[config.mk]
export PLATFORM = sky130hd
export DESIGN_NAME = tsr_status_readback
export DESIGN_NICKNAME = d
export VERILOG_FILES = /design/src/core/tsr_status_readback.v /design/src/core/tsr_sync2.v
export VERILOG_INCLUDE_DIRS = /design/src /design/src/include
export SDC_FILE = /design/constraint.sdc
export NUM_CORES = 1
export LEC_CHECK = 0
export BUFFER_PORTS_ARGS = -buffer_cell sky130_fd_sc_hd__buf_2
export CORE_MARGIN = 8
export CORE_UTILIZATION = 35
export CTS_CLUSTER_DIAMETER = 30
export CTS_CLUSTER_SIZE = 14
export DETAILED_ROUTE_END_ITERATION = 10
export PLACE_DENSITY = 0.53
export SLEW_MARGIN = 10
export SYNTH_ARGS = -nofsm -noshare
export SYNTH_HDL_FRONTEND = slang
export SYNTH_SLANG_ARGS = --single-unit
[constraint.sdc]
create_clock -name ref_clk -period 3.3 [get_ports ref_clk]
set_input_delay 0.495 -clock ref_clk [delete_from_list [all_inputs] [get_ports ref_clk]]
set_output_delay 0.495 -clock ref_clk [all_outputs]
set_load 0.02 [all_outputs]
[src/include/tsr_regs.vh]
// constants for the tuner status readback block
// assumes an i2c slave on an open-drain bus, sampled by ref_clk
//
// What this block does
// - read frame is start, address+ack, byte0, ack, byte1, ack, stop.
// - each status byte leaves msb first.
// - power-up flag bit7 of byte0 set on supply ramp-up.
// - power-up flag clears after the first completed read.
// - power-up flag sets again on supply undervoltage.
// - byte0 bit6 shows synthesizer lock.
// - byte0 bit5 shows tuning voltage above high threshold.
// - byte0 bit4 shows tuning voltage below low threshold.
// - byte0 bit3 shows calibration divider word out of range.
// - byte1 is constant 1, level code, five-bit divider word.
// - level code 0..3 by input power bands from analog detector.
// - divider field returns divider word in use internally.
// - manual mode shows host word, automatic shows calibrated word.
// - high threshold chosen by two-bit host setting.
// - attenuation bit selects 20 dB attenuation when set.
`ifndef TSR_REGS_VH
`define TSR_REGS_VH
`define TSR_OFS_STATUS_FLAGS   1'h0
`define TSR_OFS_LEVEL_DIVIDER  1'h1
`define TSR_BIT_POWER_UP       7
`define TSR_BIT_LOCK           6
`define TSR_BIT_TUNE_HIGH      5
`define TSR_BIT_TUNE_LOW       4
`define TSR_BIT_CAL_FAULT      3
`define TSR_BYTE1_MARK         1'h1
`define TSR_UNDEF_BITS         3'h0
`define TSR_ADDR_BASE          5'h10
`define TSR_POWER_UP_RESET     1'h1
`endif

[src/core/tsr_status_readback.v]
// i2c read-mode status slave of the tuner: two status bytes
// assumes scl/sda arrive from pins; flags are analog-side levels
`timescale 1ns/1ps
`include "tsr_regs.vh"
module tsr_status_readback (
    // clock and reset
    input  wire       ref_clk,
    input  wire       resetn,
    // i2c pins
    input  wire       scl_in,
    input  wire       sda_in,
    output wire       sda_out,
    output wire       sda_oe_n,
    input  wire [1:0] addr_select,
    // analog-side status
    input  wire       supply_low,
    input  wire       pll_locked,
    input  wire       tune_high_flag,
    input  wire       tune_low_flag,
    input  wire       cal_fault_flag,
    input  wire [1:0] rf_level_code,
    // divider word sources
    input  wire       auto_mode,
    input  wire [4:0] host_divider_word,
    input  wire [4:0] cal_divider_word,
    // host settings passed to analog side
    input  wire [1:0] high_threshold_select,
    input  wire       input_attenuation_select,
    output reg  [1:0] high_tune_threshold_sel,
    output reg        attenuate_20db,
    // status
    output reg        power_up_flag,
    output reg        frame_active
);
    localparam S_IDLE = 5'h01;
    localparam S_ADDR = 5'h02;
    localparam S_AACK = 5'h04;
    localparam S_DATA = 5'h08;
    localparam S_MACK = 5'h10;

    wire [4:0] sync_q;
    tsr_sync2 #(.W(5)) u_sync (
        .clk    (ref_clk),
        .resetn (resetn),
        .d      ({scl_in, sda_in, supply_low, addr_select}),
        .q      (sync_q)
    );
    wire scl_s = sync_q[4];
    wire sda_s = sync_q[3];
    wire uv_s  = sync_q[2];
    wire [1:0] as_s = sync_q[1:0];

    reg        scl_d_r;
    reg        sda_d_r;
    reg  [4:0] state_r;
    reg  [2:0] bit_cnt_r;
    reg  [7:0] shift_r;
    reg        byte_idx_r;
    reg        drive_low_r;
    reg        read_done_r;
    // set on the 8th address rise; the start's own scl fall must not compare
    reg        addr_full_r;

    wire scl_rise = scl_s & ~scl_d_r;
    wire scl_fall = ~scl_s & scl_d_r;
    wire start_c  = scl_s & sda_d_r & ~sda_s;
    wire stop_c   = scl_s & ~sda_d_r & sda_s;

    wire [4:0] dw_use = auto_mode ? cal_divider_word : host_divider_word;

    function [7:0] status_byte;
        input sel;
        begin
            if (sel == `TSR_OFS_STATUS_FLAGS)
                status_byte = {power_up_flag, pll_locked, tune_high_flag,
                               tune_low_flag, cal_fault_flag, `TSR_UNDEF_BITS};
            else
                status_byte = {`TSR_BYTE1_MARK, rf_level_code, dw_use};
        end
    endfunction

    always @(posedge ref_clk) begin
        if (!resetn) begin
            high_tune_threshold_sel <= 2'h0;
            attenuate_20db          <= 1'h0;
        end else begin
            high_tune_threshold_sel <= high_threshold_select;
            attenuate_20db          <= input_attenuation_select;
        end
    end

    always @(posedge ref_clk) begin
        if (!resetn) begin
            scl_d_r     <= 1'h1;
            sda_d_r     <= 1'h1;
            state_r     <= S_IDLE;
            bit_cnt_r   <= 3'h0;
            shift_r     <= 8'h00;
            byte_idx_r  <= 1'h0;
            drive_low_r <= 1'h0;
            read_done_r <= 1'h0;
            addr_full_r <= 1'h0;
            frame_active <= 1'h0;
        end else begin
            scl_d_r <= scl_s;
            sda_d_r <= sda_s;
            read_done_r <= 1'h0;
            if (start_c) begin
                state_r     <= S_ADDR;
                bit_cnt_r   <= 3'h0;
                addr_full_r <= 1'h0;
                drive_low_r <= 1'h0;
                frame_active <= 1'h1;
            end else if (stop_c) begin
                state_r     <= S_IDLE;
                drive_low_r <= 1'h0;
                frame_active <= 1'h0;
            end else begin
                case (state_r)
                    S_IDLE: begin
                        drive_low_r <= 1'h0;
                    end
                    S_ADDR: begin
                        if (scl_rise) begin
                            shift_r   <= {shift_r[6:0], sda_s};
                            bit_cnt_r <= bit_cnt_r + 3'h1;
                            if (bit_cnt_r == 3'h7)
                                addr_full_r <= 1'h1;
                        end
                        if (scl_fall && addr_full_r) begin
                            addr_full_r <= 1'h0;
                            // match address, read direction only
                            if (shift_r == {`TSR_ADDR_BASE, as_s, 1'b1}) begin
                                drive_low_r <= 1'h1;
                                state_r     <= S_AACK;
                            end else begin
                                state_r <= S_IDLE;
                            end
                        end
                    end
                    S_AACK: begin
                        if (scl_fall) begin
                            byte_idx_r  <= `TSR_OFS_STATUS_FLAGS;
                            shift_r     <= status_byte(`TSR_OFS_STATUS_FLAGS);
                            drive_low_r <= ~status_byte(`TSR_OFS_STATUS_FLAGS)
                                           [`TSR_BIT_POWER_UP];
                            bit_cnt_r   <= 3'h0;
                            state_r     <= S_DATA;
                        end
                    end
                    S_DATA: begin
                        if (scl_fall) begin
                            bit_cnt_r <= bit_cnt_r + 3'h1;
                            if (bit_cnt_r == 3'h7) begin
                                drive_low_r <= 1'h0;
                                state_r     <= S_MACK;
                            end else begin
                                shift_r     <= {shift_r[6:0], 1'b0};
                                drive_low_r <= ~shift_r[6];
                            end
                        end
                    end
                    S_MACK: begin
                        if (scl_rise) begin
                            if (byte_idx_r == `TSR_OFS_LEVEL_DIVIDER)
                                read_done_r <= 1'h1;
                        end
                        if (scl_fall) begin
                            if (sda_d_r == 1'b0 &&
                                byte_idx_r == `TSR_OFS_STATUS_FLAGS) begin
                                byte_idx_r  <= `TSR_OFS_LEVEL_DIVIDER;
                                shift_r     <= status_byte(`TSR_OFS_LEVEL_DIVIDER);
                                drive_low_r <= 1'h0;
                                bit_cnt_r   <= 3'h0;
                                state_r     <= S_DATA;
                            end else begin
                                state_r <= S_IDLE;
                            end
                        end
                    end
                    default: state_r <= S_IDLE;
                endcase
            end
        end
    end

    // power-up flag; set wins over clear
    always @(posedge ref_clk) begin
        if (!resetn)
            power_up_flag <= `TSR_POWER_UP_RESET;
        else if (uv_s)
            power_up_flag <= 1'h1;
        else if (read_done_r)
            power_up_flag <= 1'h0;
    end

    // byte1 first bit is constant 1, so released line at load is correct
    assign sda_out  = 1'b0;
    assign sda_oe_n = ~drive_low_r;
endmodule // tsr_status_readback

[src/core/tsr_sync2.v]
// two-flop synchroniser for a group of pin inputs
// assumes inputs asynchronous to clk
`timescale 1ns/1ps
module tsr_sync2 #(
    parameter W = 1
) (
    // clock and reset
    input  wire         clk,
    input  wire         resetn,
    // data
    input  wire [W-1:0] d,
    output reg  [W-1:0] q
);
    reg [W-1:0] meta_r;
    always @(posedge clk) begin
        if (!resetn) begin
            meta_r <= {W{1'b1}};
            q      <= {W{1'b1}};
        end else begin
            meta_r <= d;
            q      <= meta_r;
        end
    end
endmodule // tsr_sync2

Word level (Yosys, flattened, before mapping)
Index checks and enable logic that the tools add are counted.
{"block": "word_totals", "ff_bits": 37, "input_bits": 27, "output_inout_bits": 7}
{"block": "op_classes", "n_addsub": 1, "eq_ne": 22, "n_mux": 46, "bitwise_logic": 20, "reduce_logical": 19}
{"cell": "$mux 8", "n": 10}
{"cell": "$pmux 8 s4", "n": 1}
{"cell": "$mux 5", "n": 6}
{"cell": "$pmux 5 s5", "n": 1}
{"cell": "$ne 4x4->1 const B", "n": 5}
{"cell": "$mux 3", "n": 6}
{"cell": "$ne 2x2->1 const B", "n": 9}
{"cell": "$reduce_and 6->1", "n": 3}
{"cell": "$mux 1", "n": 16}
{"cell": "$not 1->1", "n": 14}
{"cell": "$reduce_and 7->1", "n": 2}
{"cell": "$pmux 3 s4", "n": 1}
{"cell": "$reduce_and 9->1", "n": 1}
{"cell": "$eq 8x8->1", "n": 1}
{"cell": "$reduce_bool 2->1", "n": 4}
{"cell": "$and 1x1->1", "n": 6}
{"cell": "$eq 5x1->1 const B", "n": 1}
{"cell": "$eq 5x2->1 const B", "n": 1}
{"cell": "$eq 5x3->1 const B", "n": 1}
{"cell": "$eq 5x4->1 const B", "n": 1}
{"cell": "$eq 5x5->1 const B", "n": 1}
{"cell": "$pmux 1 s5", "n": 1}
{"cell": "$reduce_bool 5->1", "n": 1}
{"cell": "$reduce_or 5->1", "n": 1}
{"cell": "11 further kinds", "n": 14}

Longest topological paths before layout
Gate-level depths: netlist of the first run.
{"block": "logic_depth", "word_depth": 10, "ltp_mapped": 7, "depth_no_buf": 7}

Cells and area by module
From an unflattened synthesis of the first run, not the netlist that was laid out.
{"block": "hier_totals", "hier_cells": 229, "hier_area_um2": 1983.2}
{"module": "tsr_status_readback", "n_inst": 1, "cells_each": 209, "area_per_inst_um2": 1720.4}
{"module": "tsr_sync2", "n_inst": 1, "cells_each": 20, "area_per_inst_um2": 262.8}

Worst setup path after synthesis of the first run
Ideal clock, no wire load.
{"block": "synth_timing", "kind": "reg-to-reg", "from": "register state_r[4]", "to": "register shift_r[3]", "setup_time_ns": 0.123, "arrival_ns": 1.880, "required_time_ns": 3.177, "slack_ns": 1.297, "path_stages_with_launch": 7, "path_buffers": 1, "path_cell_list": "dfxtp_1 > buf_2 > or4b_4 > o21ai_1 > a21oi_2 > o21ai_4 > mux2_1"}
{"block": "synth_between", "elab_chain_len": 3}
{"element": "from (decl)", "line_no": "tsr_status_readback.v:55", "text": "reg [4:0] state_r;"}
{"element": "from (signal assigned)", "line_no": "tsr_status_readback.v:96", "text": "state_r <= S_IDLE;"}
{"element": "from (signal assigned)", "line_no": "tsr_status_readback.v:109", "text": "state_r <= S_ADDR;"}
{"element": "from (signal assigned)", "line_no": "tsr_status_readback.v:115", "text": "state_r <= S_IDLE;"}
{"element": "$eq 5x4->1, or another cell as far along", "line_no": "tsr_status_readback.v:119", "text": "case (state_r)"}
{"element": "$ne 2x2->1 (no source line) / $reduce_bool 4->1 (equally long branches)"}
{"element": "$reduce_and 9->1 (no source line)"}
{"element": "to (signal assigned)", "line_no": "tsr_status_readback.v:125", "text": "shift_r <= {shift_r[6:0], sda_s};"}
{"element": "to (signal assigned)", "line_no": "tsr_status_readback.v:144", "text": "shift_r <= status_byte(`TSR_OFS_STATUS_FLAGS);"}
{"element": "to (signal assigned)", "line_no": "tsr_status_readback.v:158", "text": "shift_r <= {shift_r[6:0], 1'b0};"}
{"element": "to (decl)", "line_no": "tsr_status_readback.v:57", "text": "reg [7:0] shift_r;"}
Parallel ways exist; a longest one is shown, timed or not.
A chain may end at the register's enable or synchronous reset.

Final worst setup path of the first run
{"block": "layout_timing", "from": "register state_r[3]", "to": "register bit_cnt_r[0]"}
{"block": "layout_between", "elab_chain_len": 3}
{"element": "$eq 5x5->1, or another cell as far along", "line_no": "tsr_status_readback.v:119"}
{"element": "$reduce_bool 4->1 (no source line) / $ne 2x2->1 (equally long branches)"}
{"element": "$reduce_and 7->1 (no source line)"}
{"element": "to (signal assigned)", "line_no": "tsr_status_readback.v:126", "text": "bit_cnt_r <= bit_cnt_r + 3'h1;"}
{"element": "to (signal assigned)", "line_no": "tsr_status_readback.v:153", "text": "bit_cnt_r <= bit_cnt_r + 3'h1;"}
{"element": "to (decl)", "line_no": "tsr_status_readback.v:56", "text": "reg [2:0] bit_cnt_r;"}
Parallel ways exist; a longest one is shown, timed or not.

==> impl_results.md, run 1 <==
- Worst EP required: about 3.5 ns
- Port buffer count: 32
- Design area: ~2200 sq um
- Power per Cell Area: slightly below 400 nW/um^2
- Setup CP Type: reg2reg
- Cell taking the most area after synthesis: dfxtp_1
- 1st-pass router iterations: 4
- Htree depth: 2
- DP HPWL: about 3.5 mm
- CTS Hold Bufs: 0
- Combinational power share: roughly a tenth
- Net count, final: between 200 and 300
- Ports: 34
- Total GRT Usage: between 10% and 20%
- Setup Viol. Count Final: 0
- Global route overflow: 0
- Die H: just over 90 microns
- Worst Max-Slew Pin Slew: roughly 0.70 ns
- Yosys top cell area share: roughly 38%
- Synth unique cells: between 50 and 60
- R2R setup slack: slightly above 1 ns
- Pin count of the biggest net entering global routing: 39
- Max-Cap Viols: 0
- Max_slew headroom: 53.0%
- Resize count post-CTS: 0
- Run status: completed
- Residual DRC count: 0
- Yosys reg bits: 37
- RR Startpoint: state_r[3]
- Min-delay src: supply_low
- CTS tree: yes
- Part of the power in registers: between 50% and 60%
- LEAKAGE: 0.000873 uW
- Max-slew violation count: 0
- Register area share after synthesis: 37.8%
- Main area contributors after synthesis: dfxtp_1 38%, nand2_1 5.2%, nand2b_1 4.8%
- Hold Crit Class: in2reg
- Die area: 8240 sq um
- Clock insertion delay at the later pin of the skew report: ~0.29 ns
- Vias in the first global route: 1667
- Clock transition at path regs: approximately 0.08 ns
- Area after DPL: approximately 2200 sq um
- Int Pwr: around 650 uW
- Cells after synthesis: roughly 220
- FP Rows: 27
- Num CTS Buffers: 5
- DRT iter0 DRCs: approximately 120
- CP Cell Sequence: nor3b_1 -> and2_1 -> o311ai_4 -> or4_1 -> a21oi_1
- # diodes: 0
- Setup bufs post-CTS: 0
- Crit path largest cell delay: approximately 0.76 ns
- Hold slack: about 0.38 ns
- Crit path max fanout: 17
- Post-synthesis net count: 248
- Synthesized area: about 2000 sq um
- CP endpoint kind: register
- CP startpoint kind: register
- Root buf cell: clkbuf_8
- First-pass GRT wire length: 8.06 mm
- Initial Util: roughly 36%
- Crit path time final: ~2.3 ns
- Commonest cells after routing, fill and taps aside: 37 x dfxtp_1, 32 x buf_2, 27 x nand2_1
- Setup Skew: approximately 0.0054 ns
- TritonCTS sink count: 37
- Avg Cell Area, Syn: ~8.9 sq um
- WL/cell: between 10 and 15 microns
- RSZ-0062 raised after global routing: false
- Die width: 90.8 microns
- Fin crit share: a little over two thirds
- Initial antenna violation count: 0
- Gp weighted congestion: between 0.8 and 0.9
- Number of synthesized flops with an enable pin: 0
- Peak VDD IR: 190 uV
- Clock Tree Buf Depth: 2
- Crit path DAT: ~2.5 ns
- Psw: 228 uW
- Worst setup path startpoint: state_r[3]
- Most used DFF post-synth: dfxtp_1
- Via/cell ratio: between 5 and 6
- Final Hold Vio Count: 0
- Yosys warnings: 0
- Async SR Flop Fraction: 0%
- Most common cell after layout, fill and taps aside: dfxtp_1
- Share of layout cells above drive strength 1: a little over a fifth
- Post-route ant nets: 0
- Area delta synth->final: 14.3%
- Total core area: between 5000 and 6000 sq um
- Routed WL: about 4.7 mm
- Switching Fraction: roughly a quarter
- Clock network fraction of total power: 36.0%
- Slowest CP cell: dfxtp_1
- Max frequency: approximately 440 MHz
- Vias: 1646
- Setup TNS Final: 0 ns
[synthesized netlist by cell type (all sizes together), types with 2 or more instances]
cell type,instances
nand2b,15
o21a,2
nor4,3
xnor2,3
or4,2
and3,2
buf,6
mux2i,8
nand3,2
a32o,2
o21ai,17
nor2b,6
or3,4
nand2,27
a221o,2
or2,2
a22oi,3
dfxtp,37
clkbuf,6
nor3,4
a21oi,7
inv,5
or4b,2
o211ai,3
mux2,6
nor2,8
and2,9
o31a,2
ha,2
a21boi,5
o2bb2ai,2
[flip-flops by register name, indices dropped and copies added, names as in the netlist]
name / cells
addr_full_r: 1
attenuate_20db: 1
bit_cnt_r: 3
byte_idx_r: 1
drive_low_r: 1
frame_active: 1
high_tune_threshold_sel: 2
power_up_flag: 1
read_done_r: 1
scl_d_r: 1
sda_d_r: 1
shift_r: 8
state_r: 5
u_sync.meta_r: 5
u_sync.q: 5
[worst max-delay path, delay by kind of cell (launching register included)]
family / cells / cell delay (ns)
flip-flops: 1 / 0.76
AO/OA/AOI/OAI: 2 / 0.28
AND/OR/NAND/NOR: 3 / 1.19
[power groups by stage]
stage / Clock, uW / Sequential, uW / Combinational (uW)
after global placement: 0 / 482 / 89.1
after global routing: 347 / 474 / 98.6
after detailed placement: 0 / 482 / 88.5
after floorplan: 0 / 478 / 62.1
after CTS: 332 / 471 / 88.9
final: 315 / 471 / 88.4
[path summary, 6_finish.rpt]
kind / end / cells after the start
max: bit_cnt_r[0] / 5
min: u_sync.meta_r[2] / 2
max reg2reg: bit_cnt_r[0] / 5
min reg2reg: u_sync.q[2] / 1
[metal layers]
metal,share of wire [%],track usage (%),wire (microns),up-vias
met4,1.9,4.91,89,0
met2,46,18.6,2160,45
met5,0,0,0,-
met3,5.0,2.99,237,9
li1,-,-,-,838
met1,48,15.4,2250,754
[through the flow]
step / total power (uW) / setup slack [ns] / util, % / instances
detailed placement: 570 / 1.05 / 39.6 / 311
floorplan: 540 / 1.30 / - / 219
CTS: 891 / 1.04 / 41.2 / 319
global placement: 571 / 1.10 / 39.6 / 311
finish: 875 / 1.01 / 41.2 / 319
global route: 919 / 0.874 / 41.2 / 319
[area by class of cell]
| cell class | count | area, sq um |
|---|---|---|
| fillers | 551 | 3200 |
| multi-input cells | 165 | 1140 |
| flip-flops and latches | 37 | 741 |
| repair buffers | 32 | 160 |
| well taps | 72 | 90.1 |
| clock buffers | 5 | 68.8 |
| inverters | 5 | 18.8 |
| clock inverters | 3 | 17.5 |
[logic make-up (layout without fill, tap and decap cells)]
family	Yosys count	in the layout	share of synthesized area, %
adders and majority gates	2	2	1.28
other	1	1	0.192
AOI/OAI and AO/OA	54	54	21.2
DFF	37	37	37.8
muxes	14	14	7.54
xor gates and xnor gates	3	3	1.34
and+or+nand+nor	91	91	26.8
buffers and inverters	17	45	3.83
Power figures use the tool's default switching activity.
==> run 2: changes to the inputs <==
Clock period 3.3 ns to 2.2 ns, I/O delays scaled along.
==> impl_results.md, run 2 (same netlist as run 1, synthesis figures left out) <==
- Area after DPL: 2230 sq um (was 2150 sq um)
- Area delta synth->final: 19.3% (was 14.3%)
- DRT iter0 DRCs: 126 (was 121)
- Global route overflow: 0 (unchanged)
- Setup Skew: 0.00411 ns (was 0.00542 ns)
- Path depth of the worst reg2reg path: 6 (was 5)
- Net count, final: 284 (was 275)
- FF-to-FF End: shift_r[7] (was bit_cnt_r[0])
- Vias: 1697 (was 1646)
- Num CTS Buffers: 5 (unchanged)
- Power per Cell Area: 571 nW/um^2 (was 391 nW/um^2)
- Clock network fraction of total power: 36.5% (was 36.0%)
- FP Rows: 27 (unchanged)
- Initial antenna violation count: 0 (unchanged)
- Buf/Inv on CP: 1 (was 0)
- CTS tree: yes (unchanged)
- Crit path DAT: 2.33 ns (was 2.52 ns)
- Run status: completed (unchanged)
- Die area: 8240 sq um (unchanged)
- Clock transition at path regs: 0.08 ns (about the same)
- Part of the power in registers: 53.0% (was 53.9%)
- LEAKAGE: 0.000924 uW (was 0.000873 uW)
- Root buf cell: clkbuf_8 (unchanged)
- Min-delay src: supply_low (unchanged)
- Switching Fraction: 26.4% (was 26.0%)
- Max reg flops: 8 (unchanged)
- Most common cell after layout, fill and taps aside: dfxtp_1 (unchanged)
- CP endpoint kind: register (unchanged)
- Worst EP required: 2.43 ns (was 3.53 ns)
- Peak VDD IR: 367 uV (was 190 uV)
- CP Cell Sequence: or4b_4 -> o21ai_1 -> a21oi_2 -> o21ai_4 -> buf_4 -> mux2i_1 (was nor3b_1 -> and2_1 -> o311ai_4 -> or4_1 -> a21oi_1)
- Slowest CP cell: or4b_4 (was dfxtp_1)
- TritonCTS sink count: 37 (unchanged)
- Via/cell ratio: 5.17 (was 5.16)
- Max_slew headroom: 63.5% (was 53.0%)
- Delay-heaviest family, CP: simple AND/OR/NAND/NOR gates (unchanged)
- Worst path depth: 6 (was 5)
- Die H: 90.8 microns (unchanged)
- WHS Path Cells: 2 (unchanged)
- Final Hold Vio Count: 0 (unchanged)
- Setup CP Type: reg2reg (unchanged)
- Commonest cells after routing, fill and taps aside: 36 x dfxtp_1, 32 x buf_2, 27 x nand2_1 (was 37 x dfxtp_1, 32 x buf_2, 27 x nand2_1)
- Worst setup path startpoint: state_r[2] (was state_r[3])
- Clock insertion delay at the later pin of the skew report: 0.29 ns (about the same)
- Capture point of the worst path: shift_r[7] (was bit_cnt_r[0])
- Post-route ant nets: 0 (unchanged)
- Die width: 90.8 microns (unchanged)
- Post-Place Setup Slack: 0.118 ns (was 1.05 ns)
- R2R setup slack: 0.1 ns (was 1.01 ns)
- Vias in the first global route: 1664 (was 1667)
- Max-Cap Viols: 0 (unchanged)
- Psw: 352 uW (was 228 uW)
- Htree depth: 2 (unchanged)
- Total GRT Usage: 12.2% (was 12.0%)
- Fin crit share: 95.7% (was 69.5%)
- Setup Viol. Count Final: 0 (unchanged)
- Gp weighted congestion: 0.832 (was 0.850)
- Port buffer count: 32 (unchanged)
- # diodes: 0 (unchanged)
- Routed WL: 4.81 mm (was 4.74 mm)
- Crit path time final: 2.10 ns (was 2.29 ns)
- Filler Cell Count: 563 (was 551)
- Hold Crit Class: in2reg (unchanged)
- Ports: 34 (unchanged)
- Residual DRC count: 0 (unchanged)
- Largest register by flop count: shift_r (unchanged)
- Int Pwr: 982 uW (was 647 uW)
- 1st-pass router iterations: 4 (unchanged)
- Total core area: 5440 sq um (unchanged)
- Share of layout cells above drive strength 1: 25.0% (was 21.9%)
- RSZ-0062 raised after global routing: true (was false)
- DP HPWL: 3.61 mm (was 3.49 mm)
- CTS Hold Bufs: 0 (unchanged)
- First-pass GRT wire length: 8.19 mm (was 8.06 mm)
- Max frequency: 475 MHz (was 436 MHz)
- Initial Util: 36.0% (unchanged)
- Combinational power share: 10.5% (was 10.1%)
- Crit path max fanout: 8 (was 17)
- Design area: 2340 sq um (was 2240 sq um)
- Resize count post-CTS: 0 (unchanged)
- CP startpoint kind: register (unchanged)
- Max-slew violation count: 0 (unchanged)
- Final WS setup: 0.0950 ns (was 1.01 ns)
- Crit path largest cell delay: 0.64 ns (was 0.76 ns)
- WL/cell: 14.7 microns (was 14.8 microns)
- Worst Max-Slew Pin Slew: 0.543 ns (was 0.700 ns)
- RR Startpoint: state_r[2] (was state_r[3])
- Clock Tree Buf Depth: 2 (unchanged)
- Setup bufs post-CTS: 0 (unchanged)
- Pin count of the biggest net entering global routing: 23 (was 39)
-- run 2: cell count changes in the layout (fill, tap and decap cells not counted), sizes merged --
cell,change
buf,+9
clkinv,-1
inv,+1
-- run 2: layout make-up --
type / count / area (sq um) / area share, %
inverter: 5 / 18.8 / 0.803
clock buffer: 5 / 68.8 / 2.95
sequential: 37 / 742 / 31.8
multi-input combinational: 165 / 1150 / 49.4
tap: 72 / 90.1 / 3.86
timing repair buffer: 41 / 240 / 10.3
clock inverter: 3 / 21.3 / 0.911
-- run 2: metal layers --
metal | wire length [microns] | GRT usage [%] | vias up
li1 | - | - | 853
met1 | 2340 | 15.5 | 805
met2 | 2190 | 18.1 | 35
met3 | 200 | 3.66 | 4
met4 | 72 | 6.55 | 0
met5 | 0 | 0 | -
-- run 2: power groups by stage --
stage               logic [uW]  registers, uW  clock network, uW
finish                     140            707                487
global placement           137            722                  0
floorplan                 93.1            716                  0
detailed placement         136            722                  0
global route               154            710                535
CTS                        137            706                504
-- run 2: worst min-delay path by stage --
stage	slack, ns	endpoint
floorplan	0.39	u_sync.q[0]
global placement	0.39	u_sync.q[2]
detailed placement	0.39	u_sync.q[0]
CTS	0.20	u_sync.meta_r[2]
global route	0.19	u_sync.meta_r[1]
finish	0.21	u_sync.meta_r[2]
-- run 2: stage by stage --
step | cells | util (%) | setup TNS, ns | total power [uW] | hold slack, ns
2_1_floorplan | 219 | - | 0 | 809 | 0.386
3_3_place_gp | 320 | 41.0 | 0 | 859 | 0.390
3_5_place_dp | 320 | 41.0 | 0 | 858 | 0.392
4_1_cts | 328 | 42.7 | 0 | 1350 | 0.201
5_1_grt | 328 | 42.9 | -0.0255 | 1400 | 0.194
6_report | 328 | 42.9 | 0 | 1330 | 0.207
